--- config.mk ---
export PLATFORM = sky130hd
export DESIGN_NAME = irq_priority_controller
export DESIGN_NICKNAME = d
export VERILOG_FILES = /design/src/inc/irq_prio_pkg.sv /design/src/hw/irq_priority_controller.sv /design/src/hw/prio_encoder.sv
export VERILOG_INCLUDE_DIRS = /design/src /design/src/inc
export SDC_FILE = /design/constraint.sdc
export NUM_CORES = 1
export LEC_CHECK = 0
export CORE_MARGIN = 5
export CORE_UTILIZATION = 45
export CTS_CLUSTER_SIZE = 20
export DETAILED_ROUTE_END_ITERATION = 10
export DONT_BUFFER_PORTS = 1
export RECOVER_POWER = 100
export SYNTH_ARGS = -nofsm -noshare
export SYNTH_HDL_FRONTEND = slang
export SYNTH_HIERARCHICAL = 1
export SYNTH_SLANG_ARGS = --single-unit
export TNS_END_PERCENT = 50
--- constraint.sdc ---
create_clock -name clk_sys -period 3.7 [get_ports clk_sys]
set_clock_uncertainty 0.15 [all_clocks]
set_input_delay 0.74 -clock clk_sys [delete_from_list [all_inputs] [get_ports clk_sys]]
set_output_delay 0.74 -clock clk_sys [all_outputs]
set_load 0.02 [all_outputs]
--- src/inc/irq_prio_cfg.svh ---
`ifndef IRQ_PRIO_CFG_SVH
`define IRQ_PRIO_CFG_SVH

// register word offsets
`define OFS_DEBUG_EVENT_PRIO 5'h00
`define OFS_DEBUG_COMM_PRIO 5'h01
`define OFS_SYSTEM_PRIO 5'h02
`define OFS_PORT_MSG_PRIO 5'h03

// reset values
`define RST_PRIO_CFG 16'h0000

// writable bit masks, reserved bits stay zero
`define MASK_DEBUG_EVENT_PRIO 16'h3C00
`define MASK_DEBUG_COMM_PRIO 16'h003F
`define MASK_SYSTEM_PRIO 16'hFFCF
`define MASK_PORT_MSG_PRIO 16'hFFFC

// field low-bit positions
`define POS_BREAKPOINT0_LEVEL 12
`define POS_STEP_COUNTER_LEVEL 10
`define POS_DEBUG_RX_FULL_LEVEL 4
`define POS_DEBUG_TX_EMPTY_LEVEL 2
`define POS_TRACE_BUFFER_LEVEL 0
`define POS_FLASH_BUFFERS_EMPTY_LEVEL 14
`define POS_FLASH_CMD_DONE_LEVEL 12
`define POS_FLASH_FAULT_LEVEL 10
`define POS_PLL_PHASE_LOSS_LEVEL 8
`define POS_LOW_SUPPLY_LEVEL 6
`define POS_EXT_PIN_B_LEVEL 2
`define POS_EXT_PIN_A_LEVEL 0
`define POS_PORT_D_LEVEL 14
`define POS_PORT_E_LEVEL 12
`define POS_PORT_F_LEVEL 10
`define POS_MSG_BUFFER_LEVEL 8
`define POS_MSG_WAKE_LEVEL 6
`define POS_MSG_FAULT_LEVEL 4
`define POS_MSG_BUSOFF_LEVEL 2

// source count and number of debug-unit sources (numbered first)
`define NUM_SOURCES 19
`define NUM_DEBUG_SOURCES 5
`define NUM_LEVELS 4

`endif

--- src/inc/irq_prio_pkg.sv ---
package irq_prio_pkg;
    typedef logic [1:0] prio_field_t;
    typedef logic [1:0] prio_level_t;
    typedef logic [4:0] src_index_t;
    typedef logic [15:0] reg_word_t;
    typedef logic [4:0] reg_addr_t;
endpackage : irq_prio_pkg

--- src/hw/irq_priority_controller.sv ---
`timescale 1ns/100ps
`include "irq_prio_cfg.svh"
// Functional notes
// - reserved bits read as zero and ignore writes.
// - debug-unit fields map 00 off, 01 to level 1, 10 to level 2, 11 to level 3.
// - other fields map 00 off, 01 to level 0, 10 to level 1, 11 to level 2.
// - every field resets to 00 so all sources start disabled.
// - register 0 holds breakpoint 0 at 13:12 and step counter at 11:10, rest reserved.
// - register 1 holds rx full at 5:4, tx empty at 3:2, trace buffer at 1:0.
// - register 2 holds flash buffers empty 15:14, command done 13:12, fault 11:10.
// - register 2 holds pll loss 9:8, low supply 7:6, pins b 3:2 and a 1:0, 5:4 reserved.
// - register 3 holds ports d, e, f at 15:14, 13:12, 11:10.
// - register 3 holds message buffer 9:8, wake 7:6, fault 5:4, bits 1:0 reserved.
// - within one level the lowest numbered active source wins.
// - only sources enabled before low-power entry may wake the core.
module irq_priority_controller #(
    parameter int NSRC = `NUM_SOURCES,
    parameter int NDBG = `NUM_DEBUG_SOURCES
) (
    // clock and reset
    input wire logic clk_sys,
    input wire logic reset_n,
    input wire logic clk_en,
    // register port
    input wire irq_prio_pkg::reg_addr_t reg_addr,
    input wire logic reg_wr,
    input wire logic reg_rd,
    input wire irq_prio_pkg::reg_word_t reg_wdata,
    output irq_prio_pkg::reg_word_t reg_rdata_r,
    // interrupt sources
    input wire logic [NSRC-1:0] src_req,
    // arbitration results
    output logic [`NUM_LEVELS-1:0] level_hit_r,
    output logic [`NUM_LEVELS-1:0][4:0] level_src_r,
    output logic irq_valid_r,
    output irq_prio_pkg::prio_level_t irq_level_r,
    output irq_prio_pkg::src_index_t irq_src_r,
    // low-power wake-up
    input wire logic low_power,
    output logic wake_req_r
);
    import irq_prio_pkg::*;

    // returns {enabled, level}
    function automatic logic [2:0] decode_level(input prio_field_t f, input logic dbg);
        logic [2:0] r;
        r = 3'h0;
        if (f != 2'h0) begin
            if (dbg) begin
                r = {1'b1, f};
            end else begin
                r = {1'b1, 2'(f - 2'h1)};
            end
        end
        return r;
    endfunction : decode_level

    reg_word_t debug_event_prio_cfg_r, debug_event_prio_cfg_nxt;
    reg_word_t debug_comm_prio_cfg_r, debug_comm_prio_cfg_nxt;
    reg_word_t system_prio_cfg_r, system_prio_cfg_nxt;
    reg_word_t port_msg_prio_cfg_r, port_msg_prio_cfg_nxt;
    reg_word_t reg_rdata_nxt;

    // register writes and reads
    always_comb begin
        debug_event_prio_cfg_nxt = debug_event_prio_cfg_r;
        debug_comm_prio_cfg_nxt = debug_comm_prio_cfg_r;
        system_prio_cfg_nxt = system_prio_cfg_r;
        port_msg_prio_cfg_nxt = port_msg_prio_cfg_r;
        reg_rdata_nxt = 16'h0000;
        if (reg_wr) begin
            unique case (reg_addr)
                `OFS_DEBUG_EVENT_PRIO: debug_event_prio_cfg_nxt =
                    reg_wdata & `MASK_DEBUG_EVENT_PRIO;
                `OFS_DEBUG_COMM_PRIO: debug_comm_prio_cfg_nxt =
                    reg_wdata & `MASK_DEBUG_COMM_PRIO;
                `OFS_SYSTEM_PRIO: system_prio_cfg_nxt =
                    reg_wdata & `MASK_SYSTEM_PRIO;
                `OFS_PORT_MSG_PRIO: port_msg_prio_cfg_nxt =
                    reg_wdata & `MASK_PORT_MSG_PRIO;
                default: begin
                end
            endcase
        end
        if (reg_rd) begin
            unique case (reg_addr)
                `OFS_DEBUG_EVENT_PRIO: reg_rdata_nxt = debug_event_prio_cfg_r;
                `OFS_DEBUG_COMM_PRIO: reg_rdata_nxt = debug_comm_prio_cfg_r;
                `OFS_SYSTEM_PRIO: reg_rdata_nxt = system_prio_cfg_r;
                `OFS_PORT_MSG_PRIO: reg_rdata_nxt = port_msg_prio_cfg_r;
                default: reg_rdata_nxt = 16'h0000;
            endcase
        end
    end

    always_ff @(posedge clk_sys or negedge reset_n) begin
        if (!reset_n) begin
            debug_event_prio_cfg_r <= `RST_PRIO_CFG;
            debug_comm_prio_cfg_r <= `RST_PRIO_CFG;
            system_prio_cfg_r <= `RST_PRIO_CFG;
            port_msg_prio_cfg_r <= `RST_PRIO_CFG;
            reg_rdata_r <= 16'h0000;
        end else if (clk_en) begin
            debug_event_prio_cfg_r <= debug_event_prio_cfg_nxt;
            debug_comm_prio_cfg_r <= debug_comm_prio_cfg_nxt;
            system_prio_cfg_r <= system_prio_cfg_nxt;
            port_msg_prio_cfg_r <= port_msg_prio_cfg_nxt;
            reg_rdata_r <= reg_rdata_nxt;
        end
    end

    // per-source fields, index is the source number
    prio_field_t src_field [NSRC];
    always_comb begin
        for (int i = 0; i < NSRC; i++) begin
            src_field[i] = 2'h0;
        end
        src_field[0] = debug_event_prio_cfg_r[`POS_BREAKPOINT0_LEVEL +: 2];
        src_field[1] = debug_event_prio_cfg_r[`POS_STEP_COUNTER_LEVEL +: 2];
        src_field[2] = debug_comm_prio_cfg_r[`POS_DEBUG_RX_FULL_LEVEL +: 2];
        src_field[3] = debug_comm_prio_cfg_r[`POS_DEBUG_TX_EMPTY_LEVEL +: 2];
        src_field[4] = debug_comm_prio_cfg_r[`POS_TRACE_BUFFER_LEVEL +: 2];
        src_field[5] = system_prio_cfg_r[`POS_FLASH_BUFFERS_EMPTY_LEVEL +: 2];
        src_field[6] = system_prio_cfg_r[`POS_FLASH_CMD_DONE_LEVEL +: 2];
        src_field[7] = system_prio_cfg_r[`POS_FLASH_FAULT_LEVEL +: 2];
        src_field[8] = system_prio_cfg_r[`POS_PLL_PHASE_LOSS_LEVEL +: 2];
        src_field[9] = system_prio_cfg_r[`POS_LOW_SUPPLY_LEVEL +: 2];
        src_field[10] = system_prio_cfg_r[`POS_EXT_PIN_B_LEVEL +: 2];
        src_field[11] = system_prio_cfg_r[`POS_EXT_PIN_A_LEVEL +: 2];
        src_field[12] = port_msg_prio_cfg_r[`POS_PORT_D_LEVEL +: 2];
        src_field[13] = port_msg_prio_cfg_r[`POS_PORT_E_LEVEL +: 2];
        src_field[14] = port_msg_prio_cfg_r[`POS_PORT_F_LEVEL +: 2];
        src_field[15] = port_msg_prio_cfg_r[`POS_MSG_BUFFER_LEVEL +: 2];
        src_field[16] = port_msg_prio_cfg_r[`POS_MSG_WAKE_LEVEL +: 2];
        src_field[17] = port_msg_prio_cfg_r[`POS_MSG_FAULT_LEVEL +: 2];
        src_field[18] = port_msg_prio_cfg_r[`POS_MSG_BUSOFF_LEVEL +: 2];
    end

    // enable and level per source, then per-level request vectors
    logic [NSRC-1:0] src_en;
    logic [`NUM_LEVELS-1:0][NSRC-1:0] lvl_req;
    logic [`NUM_LEVELS-1:0] lvl_hit;
    logic [`NUM_LEVELS-1:0][4:0] lvl_idx;

    always_comb begin
        logic [2:0] d;
        d = 3'h0;
        lvl_req = '0;
        for (int i = 0; i < NSRC; i++) begin
            d = decode_level(src_field[i], i < NDBG);
            src_en[i] = d[2];
            lvl_req[d[1:0]][i] = d[2] & src_req[i];
        end
    end

    genvar g;
    generate
        for (g = 0; g < `NUM_LEVELS; g++) begin : g_level
            prio_encoder #(
                .N(NSRC),
                .IW(5)
            ) u_enc (
                .req(lvl_req[g]),
                .hit(lvl_hit[g]),
                .index(lvl_idx[g])
            );
        end
    endgenerate

    // arbitration result: highest active level, its lowest source number
    logic irq_valid_nxt;
    prio_level_t irq_level_nxt;
    src_index_t irq_src_nxt;
    always_comb begin
        irq_valid_nxt = 1'b0;
        irq_level_nxt = 2'h0;
        irq_src_nxt = 5'h00;
        for (int l = 0; l < `NUM_LEVELS; l++) begin
            if (lvl_hit[l]) begin
                irq_valid_nxt = 1'b1;
                irq_level_nxt = 2'(l);
                irq_src_nxt = lvl_idx[l];
            end
        end
    end

    always_ff @(posedge clk_sys or negedge reset_n) begin
        if (!reset_n) begin
            level_hit_r <= '0;
            level_src_r <= '0;
            irq_valid_r <= 1'b0;
            irq_level_r <= 2'h0;
            irq_src_r <= 5'h00;
        end else if (clk_en) begin
            level_hit_r <= lvl_hit;
            level_src_r <= lvl_idx;
            irq_valid_r <= irq_valid_nxt;
            irq_level_r <= irq_level_nxt;
            irq_src_r <= irq_src_nxt;
        end
    end

    // wake-up: enable mask is frozen on entry to low power
    logic lp_r, lp_nxt;
    logic [NSRC-1:0] wake_mask_r, wake_mask_nxt;
    logic wake_req_nxt;
    always_comb begin
        lp_nxt = low_power;
        wake_mask_nxt = wake_mask_r;
        if (low_power && !lp_r) begin
            wake_mask_nxt = src_en;
        end
        wake_req_nxt = lp_r & low_power & (|(src_req & wake_mask_r));
    end

    always_ff @(posedge clk_sys or negedge reset_n) begin
        if (!reset_n) begin
            lp_r <= 1'b0;
            wake_mask_r <= '0;
            wake_req_r <= 1'b0;
        end else if (clk_en) begin
            lp_r <= lp_nxt;
            wake_mask_r <= wake_mask_nxt;
            wake_req_r <= wake_req_nxt;
        end
    end
endmodule : irq_priority_controller

--- src/hw/prio_encoder.sv ---
`timescale 1ns/100ps
module prio_encoder #(
    parameter int N = 19,
    parameter int IW = 5
) (
    // requests, bit 0 ranks highest
    input wire logic [N-1:0] req,
    // result
    output logic hit,
    output logic [IW-1:0] index
);
    always_comb begin
        hit = 1'b0;
        index = '0;
        for (int i = N - 1; i >= 0; i--) begin
            if (req[i]) begin
                hit = 1'b1;
                index = IW'(i);
            end
        end
    end
endmodule : prio_encoder

After elaboration in Yosys (flattened, before gate mapping)
Cells that the tools add are included.
W data, S select, Z words.
- register bits after elaboration: 107
- input bits: 46
- output and inout port bits: 49
- word-level logic and storage cells: 381
- $add $sub $neg: 14
- $lt $le $gt $ge: 38
- eq/ne operators: 3
- multiplexer cells: 240
- bitwise operators: 23
- reductions and logical operators: 47
- operator list (cell ; number):
    $bwmux W76 ; 18
    $demux W19 S2 ; 19
    $mux W5 ; 81
    $mux W1 ; 82
    $and A76 B76 Y76 ; 1
    $pmux W16 S4 ; 1
    $mux W3 ; 20
    $lt A2 B3 Y1 const B ; 19
    $ge A2 B1 Y1 const B ; 19
    $reduce_bool A2 Y1 ; 19
    $mux W16 ; 2
    $sub A2 B1 Y2 const B ; 14
    $and A1 B1 Y1 ; 21
    $logic_and A1 B1 Y1 ; 20
    $and A19 B19 Y19 ; 1
    $mux W19 ; 1
    $reduce_or A19 Y1 ; 1
    $mux W18 ; 1
    $mux W17 ; 1
    $mux W15 ; 1
    $mux W14 ; 1
    $mux W13 ; 1
    $mux W12 ; 1
    $reduce_and A3 Y1 ; 4
    other kinds (13) ; 16

Logic depth before layout (Yosys ltp)
- depth in word-level cells: 48
- mapped depth: 11
- depth with buffers taken out: 10

Cells and area by module
Netlist, hierarchy kept.
- modules (own cells, without submodules) (module ; times used ; cells an instance ; area each (µm²) ; seq. area each (µm²)):
    irq_priority_controller ; 1 ; 452 ; 5011.1 ; 2677.6
    prio_encoder ; 4 ; 38 ; 222.7 ; 0.0

Worst setup path after synthesis
No wires, ideal clock.
- kind: input port to flip-flop
- start point: input port src_req[10]
- end point: register irq_src_r[0]
- setup time: 0.082 ns
- arrival: 2.760 ns
- data required time: 3.468 ns
- slack: 0.708 ns
- stages: 9
- buffers on the path: 1
- path through: and3b_1 -> or4_4 -> or3_1 -> nand2b_4 -> clkbuf_1 -> nor2b_1 -> a221o_1 -> o211ai_1 -> a31oi_1
- elaborated cells between the ends (all ways): 162
- those cells by class: 161 x mux; 1 x bitwise
- RTL lines (element ; line ; source):
    start: declaration ; irq_priority_controller.sv:31 ; input wire logic [NSRC-1:0] src_req,
    $and A1 B1 Y1 * ; irq_priority_controller.sv:152 ; lvl_req[d[1:0]][i] = d[2] & src_req[i];
    $bwmux W76 * (9 in series) ; irq_priority_controller.sv:152 ;
    $mux W1 (18 in series) ; prio_encoder.sv:16 ; if (req[i]) begin
    $mux W1 * ; prio_encoder.sv:16 ;
    via lvl_hit[1] ; irq_priority_controller.sv:142 ; logic [`NUM_LEVELS-1:0] lvl_hit;
    $mux W5 * (3 in series) ; irq_priority_controller.sv:179 ; if (lvl_hit[l]) begin
    end signal: assignment ; irq_priority_controller.sv:199 ; irq_src_r <= irq_src_nxt;
    end: declaration ; irq_priority_controller.sv:37 ; output irq_prio_pkg::src_index_t irq_src_r,
The timed path passes the listed nets; every way through them passes the cells marked *.
A chain may end at the register's enable or synchronous reset.

==> impl_results.html <==
<table>
<tr><th>Metric</th><th>Value</th></tr>
<tr><th colspan="2">Power and ir drop</th></tr>
<tr><td>Worst voltage drop across the vdd grid</td><td>0.000333 V</td></tr>
<tr><td>Leakage power figure</td><td>0.00301 uW</td></tr>
<tr><td>Pwr Density</td><td>481 nW/um^2</td></tr>
<tr><th colspan="2">Yosys</th></tr>
<tr><td>Cell count after synthesis</td><td>604</td></tr>
<tr><td>Fraction of synthesized cell area taken by the top area cell type</td><td>0.454</td></tr>
<tr><td>Flip-flop cell with the highest count after synthesis</td><td>dfrtp_1</td></tr>
<tr><td>Unique cell type count in the Yosys netlist</td><td>41</td></tr>
<tr><td>Portion of the post-synthesis area used by sequential elements</td><td>0.454</td></tr>
<tr><td>Number of warnings issued by yosys</td><td>6</td></tr>
<tr><td>Largest cells by area after synthesis</td><td>dfrtp_1, mux2_2, nor2_1, mux2_4, nand2_1</td></tr>
<tr><td>Async SR Flop Fraction</td><td>1.00</td></tr>
<tr><td>Cell Area, Synth</td><td>5900 sq um</td></tr>
<tr><td>Number of flip-flops and latches in the synthesized netlist</td><td>107</td></tr>
<tr><td>Number of flops mapped to enable cells by yosys</td><td>0</td></tr>
<tr><td>Mean Syn Cell Area</td><td>9.77 sq um</td></tr>
<tr><td>Cell type contributing the most total cell area after synthesis</td><td>dfrtp_1</td></tr>
<tr><th colspan="2">Placed design</th></tr>
<tr><td>Final RePlAce weighted congestion</td><td>0.906</td></tr>
<tr><td>Placed instance area</td><td>6280 sq um</td></tr>
<tr><td>Placed wire-length estimate</td><td>12,700 um</td></tr>
<tr><td># port buffers</td><td>0</td></tr>
<tr><th colspan="2">STA</th></tr>
<tr><td>Number of pins with negative max-slew slack in the final report</td><td>0</td></tr>
<tr><td>Fmax</td><td>0.337 GHz</td></tr>
<tr><td>Fin Setup TNS</td><td>0 ns</td></tr>
<tr><td>Setup repair after global routing missed its margin</td><td>no</td></tr>
<tr><td>Pin slew with the least headroom to its limit</td><td>1.44 ns</td></tr>
<tr><td>Ratio of final minimum period to clock period</td><td>0.803</td></tr>
<tr><td>Minimum clock period</td><td>2.97 ns</td></tr>
<tr><td>Final hold vios</td><td>0</td></tr>
<tr><td>Worst max-slew margin expressed relative to the limit</td><td>0.0432</td></tr>
<tr><td>Number of failing setup endpoints in the final timing report</td><td>0</td></tr>
<tr><th colspan="2">Worst setup path</th></tr>
<tr><td>R2R depth</td><td>8</td></tr>
<tr><td>Startpoint class of the critical path</td><td>flop</td></tr>
<tr><td>CP max stage cell</td><td>or4_1</td></tr>
<tr><td>Worst setup EP type</td><td>flop</td></tr>
<tr><td>Critical-path maximum fanout</td><td>10</td></tr>
<tr><td>Data required time at the worst endpoint</td><td>3.83 ns</td></tr>
<tr><td>Crit-path max cell delay</td><td>0.55 ns</td></tr>
<tr><td>Worst setup path class</td><td>reg -&gt; reg</td></tr>
<tr><td>Critical path cell sequence</td><td>and3b_1, or4_1, or3_1, nand2b_1, nor2b_1, a221o_1, o211ai_1, a31oi_1</td></tr>
<tr><td>Critical path data arrival time</td><td>3.10 ns</td></tr>
<tr><th colspan="2">GRT</th></tr>
<tr><td>Pin count of the biggest net entering global routing</td><td>108</td></tr>
<tr><td>Initial antenna violation count</td><td>0</td></tr>
<tr><td>First-pass GRT wire length</td><td>26,000 um</td></tr>
<tr><td>Total Routing Usage GR</td><td>0.213</td></tr>
<tr><td>Number of global-route vias before repair</td><td>4,605</td></tr>
<tr><td>Total congestion overflow</td><td>0</td></tr>
<tr><th colspan="2">Routing</th></tr>
<tr><td>Total wire length</td><td>16,300 um</td></tr>
<tr><td>Detailed-route DRC error count</td><td>0</td></tr>
<tr><td>Routed via count</td><td>4,646</td></tr>
<tr><td>Number of nets with antenna violations after routing</td><td>0</td></tr>
<tr><td>Iteration-0 DRC count of the detailed router</td><td>379</td></tr>
<tr><td>DRT Pass-1 Iters</td><td>5</td></tr>
<tr><td>Routed wire per std cell</td><td>19.4 um</td></tr>
<tr><td>Vias per cell</td><td>5.52</td></tr>
<tr><th colspan="2">Clock network</th></tr>
<tr><td>Count of instances resized after the clock tree is built</td><td>0</td></tr>
<tr><td>CTS tree</td><td>yes</td></tr>
<tr><td>Clock slew at reported path FFs</td><td>0.08 ns</td></tr>
<tr><td>Clock latency at the later pin of the worst-skew pair</td><td>0.36 ns</td></tr>
<tr><td>Number of buffers on the longest clock path</td><td>2</td></tr>
<tr><td>Clock root buffer master</td><td>clkbuf_16</td></tr>
<tr><td>Number of buffers inserted during clock tree synthesis</td><td>9</td></tr>
<tr><td>Clk sinks</td><td>107</td></tr>
<tr><td>Htree depth</td><td>3</td></tr>
<tr><th colspan="2">Cells and area</th></tr>
<tr><td>Most frequent standard cell in the layout excluding fill and tap cells</td><td>dfrtp_1</td></tr>
<tr><td>Share of final-layout standard cells stronger than drive strength 1</td><td>0.111</td></tr>
<tr><td>Synthesis-to-layout area growth</td><td>8.80%</td></tr>
<tr><td>Commonest non-fill, non-tap cells in the layout</td><td>dfrtp_1, nor2_1, conb_1</td></tr>
<tr><td>Number of diodes added for antenna fixing</td><td>0</td></tr>
<tr><td>Summed area of non-filler cells in the final layout</td><td>6420 sq um</td></tr>
<tr><td>Total Nets Final</td><td>710</td></tr>
<tr><th colspan="2">Floorplan</th></tr>
<tr><td>Die area</td><td>15,500 sq um</td></tr>
<tr><td>I/O pin cnt</td><td>95</td></tr>
<tr><td>Area inside the core boundary</td><td>12,700 sq um</td></tr>
<tr><td>Die boundary width</td><td>125 um</td></tr>
<tr><td>Row count</td><td>41</td></tr>
<tr><td>Die height</td><td>125 um</td></tr>
<tr><td>Initial Util</td><td>0.464</td></tr>
<tr><th colspan="2">Run</th></tr>
<tr><td>Maxcap violations</td><td>0</td></tr>
<tr><th colspan="2">Min path</th></tr>
<tr><td>Class of the tightest hold or removal check</td><td>in -&gt; async</td></tr>
<tr><th colspan="2">Outcome</th></tr>
<tr><td>Result of the run</td><td>complete, no violations</td></tr>
</table>
[cells by family (layout without fill, tap and decap cells)]
logic type	Yosys count	in the layout	synth area share
flops	107	107	0.454
buf+inv	49	49	0.0350
other cells	1	66	0.000635
compound gates	116	116	0.136
simple gates	256	256	0.220
mux	75	75	0.155
[worst max-delay path: cells and delay by family (launching register included)]
| family | cells | cell delay (ns) |
|---|---|---|
| simple gates | 5 | 1.81 |
| flops | 1 | 0.46 |
| compound gates | 3 | 0.46 |
[layout make-up]
| class | count | area [sq um] |
|---|---|---|
| Clock buffer | 10 | 229 |
| Clock inverter | 6 | 48.8 |
| Fill cell | 1268 | 6300 |
| Inverter | 31 | 116 |
| Multi-Input combinational cell | 513 | 3100 |
| Sequential cell | 107 | 2680 |
| Tap cell | 172 | 215 |
| Timing Repair Buffer | 2 | 31.3 |
[registers in the layout (all words and copies together) (netlist names)]
register                count
irq_valid_r                 1
level_hit_r                 4
system_prio_cfg_r          14
irq_src_r                   5
wake_mask_r                19
debug_comm_prio_cfg_r       6
level_src_r                20
debug_event_prio_cfg_r      4
lp_r                        1
port_msg_prio_cfg_r        14
irq_level_r                 2
reg_rdata_r                16
wake_req_r                  1
[power breakdown]
part	switching [uW]	internal, uW
Clock	448	464
Combinational	319	271
Sequential	248	1340
Total	1020	2070
[metrics by stage]
stage	power (uW)	std cells	util	hold WS (ns)	setup WS, ns
floorplan	2040	669	-	0.294	0.708
global placement	2190	824	0.494	0.299	0.724
detailed placement	2210	824	0.494	0.298	0.697
CTS	3150	841	0.518	0.198	0.900
global route	3260	841	0.505	0.210	0.495
finish	3090	841	0.505	0.175	0.730
[timing repair]
item	in CTS	in global routing
hold endpoints to repair	107	0
setup buffers	0	0
hold buffers	1	0
endpoints found under the setup margin	0	0
[Yosys cell counts, drive strengths merged (12+ instances only)]
cell type	instances
nor4	12
and3	24
nor3	13
nor2	98
o22ai	16
dfrtp	107
mux2	69
a21oi	15
inv	31
o21ai	29
nand2	64
clkbuf	12
[routing by layer]
layer  share of wire  global-route usage
met5               0                   0
met4           0.028              0.0832
met3           0.066              0.0605
met2            0.47               0.337
met1            0.44               0.276
[path summary, 6_finish.rpt]
kind	startpoint	endpoint	slack [ns]
max	system_prio_cfg_r[3]	irq_src_r[0]	0.73
min	reset_n	reg_rdata_r[1]	0.18
max reg2reg	system_prio_cfg_r[3]	irq_src_r[0]	0.73
min reg2reg	wake_mask_r[0]	wake_mask_r[0]	0.33
max in group asynchronous	reset_n	port_msg_prio_cfg_r[9]	2.83
min in group clk_sys	wake_mask_r[0]	wake_mask_r[0]	0.33
(Power assumes the default switching activity.)
